===== src/rtl/bwou_params.svh =====
// Constants for the bit-manipulation word operation unit
`ifndef BWOU_PARAMS_SVH
`define BWOU_PARAMS_SVH
// ----------------------------------------
// Widths and field positions
// ----------------------------------------
`define BWOU_WORD_MSB 31
`define BWOU_BYTE_MSB 7
`define BWOU_HALF_MSB 15
`define BWOU_ROT_AMT_BITS 5
`define BWOU_BYTE_BITS 8
`define BWOU_NIB_BITS 4
`define BWOU_OP_BITS 5
`define BWOU_RESULT_RESET 'h0
`endif


===== src/rtl/bwou_pkg.sv =====
// Types for the bit-manipulation word operation unit
`include "bwou_params.svh"
package bwou_pkg;
  // ----------------------------------------
  // Operation select codes
  // ----------------------------------------
  typedef enum logic [`BWOU_OP_BITS-1:0] {
    BWOU_OP_ROR_WORD_IMM = 5'h00,
    BWOU_OP_ROR_WORD_REG = 5'h01,
    BWOU_OP_SEXT_BYTE = 5'h02,
    BWOU_OP_SEXT_HALF = 5'h03,
    BWOU_OP_SHIFT1_ADD = 5'h04,
    BWOU_OP_SHIFT2_ADD = 5'h05,
    BWOU_OP_SHIFT3_ADD = 5'h06,
    BWOU_OP_SHIFT1_ADD_UW = 5'h07,
    BWOU_OP_SHIFT2_ADD_UW = 5'h08,
    BWOU_OP_SHIFT3_ADD_UW = 5'h09,
    BWOU_OP_SHIFT_LEFT_IMM_UNSIGNED_WORD = 5'h0A,
    BWOU_OP_DEINTERLEAVE = 5'h0B,
    BWOU_OP_INTERLEAVE = 5'h0C,
    BWOU_OP_XNOR = 5'h0D,
    BWOU_OP_BYTE_PERMUTE = 5'h0E,
    BWOU_OP_NIBBLE_PERMUTE = 5'h0F,
    BWOU_OP_ZEXT_HALF = 5'h10
  } bwou_op_t;
endpackage


===== src/rtl/bwou_unit.sv =====
// Combinational result datapath for bit-manipulation word operations
`timescale 1ns/1ps
`include "bwou_params.svh"

module bwou_unit
  import bwou_pkg::*;
#(
  parameter int REG_WIDTH = 64
) (
  input wire logic [REG_WIDTH-1:0] first_source_in, // Operand one
  input wire logic [REG_WIDTH-1:0] second_source_in, // Operand two
  input wire logic [5:0] shift_imm_in, // Immediate shift count
  input wire logic [`BWOU_OP_BITS-1:0] op_select_in, // Operation code
  output logic [REG_WIDTH-1:0] result_out, // Destination value
  output logic op_illegal_out // High for unsupported select
);
  // ----------------------------------------
  // Local sizes
  // ----------------------------------------
  localparam int HALF = REG_WIDTH / 2; // Half register width
  localparam int NBYTES = REG_WIDTH / `BWOU_BYTE_BITS; // Byte elements
  localparam int NNIBS = REG_WIDTH / `BWOU_NIB_BITS; // Nibble elements
  localparam bit IS32 = (REG_WIDTH == 32); // Narrow configuration

  // ----------------------------------------
  // Helper functions
  // ----------------------------------------
  // Rotate a word right, then sign-extend from its top bit
  function automatic logic [REG_WIDTH-1:0] ror_word_sext(
    input logic [REG_WIDTH-1:0] src,
    input logic [`BWOU_ROT_AMT_BITS-1:0] amt
  );
    logic [63:0] dbl;
    logic [31:0] rot;
    // Doubling the word turns the rotate into a plain shift
    dbl = {src[`BWOU_WORD_MSB:0], src[`BWOU_WORD_MSB:0]};
    // Low word of the shifted pair is the rotated word
    rot = 32'(dbl >> amt);
    // Surplus sign copies fall off when the cast trims to width
    return REG_WIDTH'({{(REG_WIDTH){rot[`BWOU_WORD_MSB]}}, rot});
  endfunction

  // Shift then add at full width; carry out is dropped by design
  function automatic logic [REG_WIDTH-1:0] shift_add(
    input logic [REG_WIDTH-1:0] idx,
    input logic [REG_WIDTH-1:0] base,
    input logic [1:0] amt
  );
    // Sum wraps at register width, as the register file would
    return REG_WIDTH'(base + (idx << amt));
  endfunction

  // Zero-extend the low word of a register
  function automatic logic [REG_WIDTH-1:0] zext_word(input logic [REG_WIDTH-1:0] src);
    return REG_WIDTH'(src[`BWOU_WORD_MSB:0]);
  endfunction

  // ----------------------------------------
  // Permute and interleave networks
  // ----------------------------------------
  logic [REG_WIDTH-1:0] byte_perm; // Byte lookup result
  logic [REG_WIDTH-1:0] nib_perm; // Nibble lookup result
  logic [REG_WIDTH-1:0] deint; // De-interleaved source
  logic [REG_WIDTH-1:0] inter; // Interleaved source

  // Byte lookup: index beyond element count yields zero
  always_comb begin
    logic [7:0] idx;
    idx = 8'h00;
    byte_perm = '0;
    for (int i = 0; i < NBYTES; i++) begin
      idx = second_source_in[i*8 +: 8];
      // Guard keeps the part-select inside the operand
      if (int'(idx) < NBYTES) begin
        byte_perm[i*8 +: 8] = first_source_in[int'(idx)*8 +: 8];
      end
    end
  end

  // Nibble lookup: same pattern at four-bit granule
  always_comb begin
    logic [3:0] idx;
    idx = 4'h0;
    nib_perm = '0;
    for (int i = 0; i < NNIBS; i++) begin
      idx = second_source_in[i*4 +: 4];
      // At full width every nibble index is in range
      if (int'(idx) < NNIBS) begin
        nib_perm[i*4 +: 4] = first_source_in[int'(idx)*4 +: 4];
      end
    end
  end

  // Bit scatter and gather; the two are exact inverses
  always_comb begin
    deint = '0;
    inter = '0;
    // One pass fills both networks; they share no state
    for (int i = 0; i < HALF; i++) begin
      deint[i] = first_source_in[2*i];
      deint[i+HALF] = first_source_in[2*i+1];
      inter[2*i] = first_source_in[i];
      inter[2*i+1] = first_source_in[i+HALF];
    end
  end

  // ----------------------------------------
  // Result select
  // ----------------------------------------
  // Pure logic, so the result follows the operands in the same cycle
  always_comb begin
    result_out = REG_WIDTH'(`BWOU_RESULT_RESET);
    op_illegal_out = 1'b0;
    // Defaults above mean every path drives both outputs
    case (op_select_in)
      // Word rotate by immediate count
      BWOU_OP_ROR_WORD_IMM: begin
        // Word rotate uses only the low five immediate bits
        result_out = ror_word_sext(first_source_in, shift_imm_in[4:0]);
      end
      // Count comes from operand two, low five bits
      BWOU_OP_ROR_WORD_REG: begin
        result_out = ror_word_sext(first_source_in, second_source_in[4:0]);
      end
      // Byte sign copy; cast trims the surplus copies
      BWOU_OP_SEXT_BYTE: begin
        result_out = REG_WIDTH'({{(REG_WIDTH){first_source_in[`BWOU_BYTE_MSB]}},
          first_source_in[`BWOU_BYTE_MSB:0]});
      end
      // Halfword sign copy to full width
      BWOU_OP_SEXT_HALF: begin
        result_out = REG_WIDTH'({{(REG_WIDTH){first_source_in[`BWOU_HALF_MSB]}},
          first_source_in[`BWOU_HALF_MSB:0]});
      end
      // Full-width scaled index plus base
      BWOU_OP_SHIFT1_ADD: begin
        result_out = shift_add(first_source_in, second_source_in, 2'd1);
      end
      // Index scaled by four
      BWOU_OP_SHIFT2_ADD: begin
        result_out = shift_add(first_source_in, second_source_in, 2'd2);
      end
      // Index scaled by eight
      BWOU_OP_SHIFT3_ADD: begin
        result_out = shift_add(first_source_in, second_source_in, 2'd3);
      end
      // Unsigned word index, so no sign smear upward
      BWOU_OP_SHIFT1_ADD_UW: begin
        result_out = shift_add(zext_word(first_source_in), second_source_in, 2'd1);
      end
      // Unsigned word index scaled by four
      BWOU_OP_SHIFT2_ADD_UW: begin
        result_out = shift_add(zext_word(first_source_in), second_source_in, 2'd2);
      end
      // Unsigned word index scaled by eight
      BWOU_OP_SHIFT3_ADD_UW: begin
        result_out = shift_add(zext_word(first_source_in), second_source_in, 2'd3);
      end
      // Zero-extend the word first, then shift left
      BWOU_OP_SHIFT_LEFT_IMM_UNSIGNED_WORD: begin
        // On a narrow register bit 5 of the count is meaningless; mask it
        if (IS32) begin
          result_out = zext_word(first_source_in) << shift_imm_in[4:0];
        end else begin
          result_out = zext_word(first_source_in) << shift_imm_in;
        end
      end
      // Even bits to the low half, odd bits to the high half
      BWOU_OP_DEINTERLEAVE: begin
        // Narrow configuration only; wide reports illegal, gives zero
        if (IS32) begin
          result_out = deint;
        end else begin
          op_illegal_out = 1'b1;
        end
      end
      // Halves merged into even and odd bits
      BWOU_OP_INTERLEAVE: begin
        if (IS32) begin
          result_out = inter;
        end else begin
          op_illegal_out = 1'b1;
        end
      end
      // Inverted exclusive OR over every bit
      BWOU_OP_XNOR: begin
        result_out = ~(first_source_in ^ second_source_in);
      end
      // Byte lookup network result
      BWOU_OP_BYTE_PERMUTE: begin
        result_out = byte_perm;
      end
      // Nibble lookup network result
      BWOU_OP_NIBBLE_PERMUTE: begin
        result_out = nib_perm;
      end
      // Low halfword kept, upper bits cleared
      BWOU_OP_ZEXT_HALF: begin
        // One select code serves both widths; decode maps both encodings here
        result_out = REG_WIDTH'(first_source_in[`BWOU_HALF_MSB:0]);
      end
      // Unused codes are refused, never a stale result
      default: begin
        op_illegal_out = 1'b1; // Unknown code gives zero
      end
    endcase
  end
endmodule


===== config.mk =====
export PLATFORM = sky130hd
export DESIGN_NAME = bwou_unit
export DESIGN_NICKNAME = d
export VERILOG_FILES = /design/src/rtl/bwou_pkg.sv /design/src/rtl/bwou_unit.sv
export VERILOG_INCLUDE_DIRS = /design/src /design/src/rtl
export SDC_FILE = /design/constraint.sdc
export NUM_CORES = 2
export LEC_CHECK = 0
export BUFFER_PORTS_ARGS = -buffer_cell sky130_fd_sc_hd__clkbuf_2
export CAP_MARGIN = 20
export CORE_MARGIN = 2
export CORE_UTILIZATION = 35
export DETAILED_ROUTE_END_ITERATION = 6
export PLACE_DENSITY = 0.48
export SLEW_MARGIN = 10
export SYNTH_ARGS = -nofsm -noshare
export SYNTH_HDL_FRONTEND = slang
export SYNTH_SLANG_ARGS = --single-unit

===== constraint.sdc =====
create_clock -name vclk -period 5.8
set_input_delay 0.87 -clock vclk [all_inputs]
set_output_delay 0.87 -clock vclk [all_outputs]
set_load 0.005 [all_outputs]

======== Word level (Yosys, flattened, before mapping) ========
Cells that the tools add are included.
storage, ports and cells
  register bits after elaboration ......... 0
  logic and storage cells ................. 69
operators by class
  $add $sub $neg .......................... 6
  magnitude comparators ................... 8
  equality and inequality tests ........... 14
  shift operators ......................... 27
  multiplexer cells ....................... 10
  bitwise operators ....................... 2
  reduce and logical (&&, ||, !) cells .... 2
operators by type and width
  operator              number
  $shiftx A64 B7 Y4     16
  $pmux W64 S15         1
  $shiftx A64 B12 Y8    8
  $add A64 B64 Y64      3
  $shr A64 B5 Y32       2
  $add A64 B33 Y64      1
  $add A64 B34 Y64      1
  $add A64 B35 Y64      1
  $lt A8 B4 Y1 const B  8
  $mux W8               8
  $not A64 Y64          1
  $shl A32 B6 Y64       1
  $xor A64 B64 Y64      1
  $eq A5 B4 Y1 const B  6
  $eq A5 B3 Y1 const B  4
  $reduce_or A15 Y1     1
  $eq A5 B2 Y1 const B  2
  $eq A5 B1 Y1 const B  1
  $eq A5 B5 Y1 const B  1
  $logic_not A5 Y1      1
  $mux W1               1

======== Logic depth before layout (Yosys ltp) ========
  depth after elaboration ................. 3
  depth in mapped cells ................... 19
  gate-level depth less buffers ........... 14

======== Worst setup path after synthesis ========
Ideal clock, no wire load.
  path type ............................... input-to-output
  from .................................... input port second_source_in[3]
  to ...................................... output port result_out[52]
  arrival ................................. 4.178 ns
  slack ................................... 0.752 ns
  stages .................................. 15
  buffers on the path ..................... 3
  path through ............................ clkbuf_1 -> inv_2 -> buf_1 -> clkbuf_1 -> fa_1 -> nor2_1 -> o31ai_1 -> a21oi_2 -> a32oi_1 -> a22oi_1 -> a311o_1 -> a21oi_2 -> o31ai_1 -> xor2_1 -> a211o_1
between the ends
  cells in the longest elaborated chain, start to end .. 2
RTL lines
  what                                            RTL line          source
  start, declared                                 bwou_unit.sv:11   input wire logic [REG_WIDTH-1:0] second_source_in,
  $add A64 B35 Y64, or another cell as far along  bwou_unit.sv:50   return REG_WIDTH'(base + (idx << amt));
  $pmux W64 S15 *                                 bwou_unit.sv:115  case (op_select_in)
  end, declared                                   bwou_unit.sv:14   output logic [REG_WIDTH-1:0] result_out,
Every way passes the cells marked *; elsewhere a longest branch is shown, timed or not.

======== Worst setup path after layout ========
  from .................................... input port shift_imm_in[0]
  to ...................................... output port result_out[46]
between the ends
  cells in the longest elaborated chain, start to end .. 2
RTL lines
  what                                                RTL line                           source
  start, declared                                     bwou_unit.sv:12                    input wire logic [5:0] shift_imm_in,
  $shl A32 B6 Y64 or $shr A64 B5 Y32 (tied branches)  bwou_unit.sv:165, bwou_unit.sv:38
  $pmux W64 S15 *                                     bwou_unit.sv:115
Marked as above.

==> impl_metrics.json <==
{
  "min_path_type": "in -> out",
  "crit_path_end_kind": "output pin",
  "wl_per_cell_um": 40.2,
  "postRouteAntennaNets": 0,
  "rows": 114,
  "criticalPathCategory": "in -> out",
  "synthToLayoutAreaGrowth_pct": 12.8,
  "port_buffers": 204,
  "vias": 41400,
  "final_cell_mix": "buf_4, mux4_2, nand2_1",
  "fin_nets": 4742,
  "postCtsHoldBufs": 0,
  "antenna_found_initial": 32,
  "fmax_mhz": 176,
  "crit_family": "compound AO/OA/AOI/OAI gates",
  "die_x_um": 318,
  "grt_pass1_vias": 38600,
  "track_usage": 0.433,
  "layout_commonest_cell": "buf_4",
  "die_y_um": 318,
  "critPathRequiredTime_ns": 4.93,
  "hold_viol": 0,
  "syn_nets": 4596,
  "finalCritPeriodShare": 0.979,
  "finalWorstSetupSlack_ns": 0.125,
  "hpwl_mm": 177,
  "io_pins": 204,
  "place.gp.congestion": 1.04,
  "via_per_inst": 7.29,
  "cp_slowest_cell": "a221oi_1",
  "worst_ep_arrival_time_ns": 4.81,
  "post_cts_buffers": 0,
  "dp_slack_ns": -0.209,
  "critical_path_buf_inv_count": 3,
  "setup_tns_ns": 0,
  "syn_area_per_cell_sq_um": 8.09,
  "finalCoreUtilization": 0.400,
  "area.sequential_sq_um": 0,
  "dieArea_sq_um": 101000,
  "holdPathStages": 5,
  "yosysWarnings": 0,
  "synth_cell_types": 98,
  "layout-drive-gt1-share": 0.289,
  "totalWireLength_mm": 229,
  "status": "completed",
  "n_clock_buffer": 0,
  "setup_viol": 0,
  "start_kind": "input pin",
  "netlist_area_sq_um": 34400,
  "ys_seq_area_frac": 0,
  "start_util": 0.355,
  "relSlewSlack": 0.176,
  "drc": 0,
  "maxCapViolCount": 0,
  "crit_fanout": 30,
  "grt_pass1_wl_mm": 312,
  "worst_pin_slew_ns": 1.23,
  "core_sq_um": 97000,
  "firstDrtPassIters": 6,
  "cp_cell_sequence": "buf_4, mux2_2, mux2i_1, o21ai_1, mux2i_1, o221ai_1, o21bai_2, buf_4, a2111o_1, a221oi_1, nand3_1, clkbuf_2",
  "syn_inst": 4251,
  "cp.depth": 12,
  "report.final.slew_viol_count": 0,
  "max_stage_delay_ns": 0.52,
  "grt_max_degree": 60,
  "rsz0062_at_grt": "yes",
  "seq_cell_count": 0,
  "drtIter0Drc": 7122,
  "period_needed_ns": 5.68,
  "grt_overflow": 0
}
==> synth_stat cells (49+ instances only) <==
library cell  count  area (sq um)
clkbuf_1        375          1410
o22ai_1          64           400
o221ai_1         49           429
nand4_1          70           438
ha_1            203          2540
nand3_1          71           355
inv_1            72           270
nor2_1          322          1210
nand2_1         346          1300
buf_1            65           244
mux2_2           79           890
nor3_1           75           375
and2_1           84           526
mux2i_1         267          2670
xnor2_1          89           780
mux4_2          433          9750
a21oi_1         333          1670
buf_2            60           300
a21o_1          112           841
xor2_1          100           876
o21ai_0         241          1210
nor2b_1          64           400
==> area by class of cell <==
cell class,count,area (sq um)
antenna,13,32.5
fill,10200,58200
inverter,77,289
multi-input combinational,3657,32100
tap,1276,1600
timing repair buffer,661,4770
==> per-layer routing <==
metal / wire (um) / global-route usage
met1: 91800 / 0.590
met2: 91500 / 0.612
met3: 34100 / 0.170
met4: 11100 / 0.160
met5: 354 / 0.000946
==> per-stage QoR <==
stage,cell area (sq um),hold slack (ns),std cells
floorplan,34400,2.02,4251
global placement,38700,2.47,5671
detailed placement,38700,2.47,5671
CTS,38700,2.47,5671
global route,38800,2.54,5673
finish,38800,2.46,5684
==> cell families (layout without fill, tap and decap cells) <==
kind of cell	count (synthesis)	after routing	share of synthesized area
AOI/OAI and AO/OA	1274	1274	0.246
buffers and inverters	594	738	0.0701
adders and majority gates	206	206	0.0756
other	0	13	0
and+or+nand+nor	1198	1198	0.167
muxes	790	790	0.393
xor gates and xnor gates	189	189	0.0481
==> path summary, 6_finish.rpt <==
path,start,end
worst min-delay path,second_source_in[7],result_out[7]
worst max-delay path,shift_imm_in[0],result_out[46]
==> timing repair <==
item / 4_1_cts / 5_1_grt
gates resized for setup: 5 / 17
setup endpoints to repair: 4 / 15
pin swaps: 0 / 3
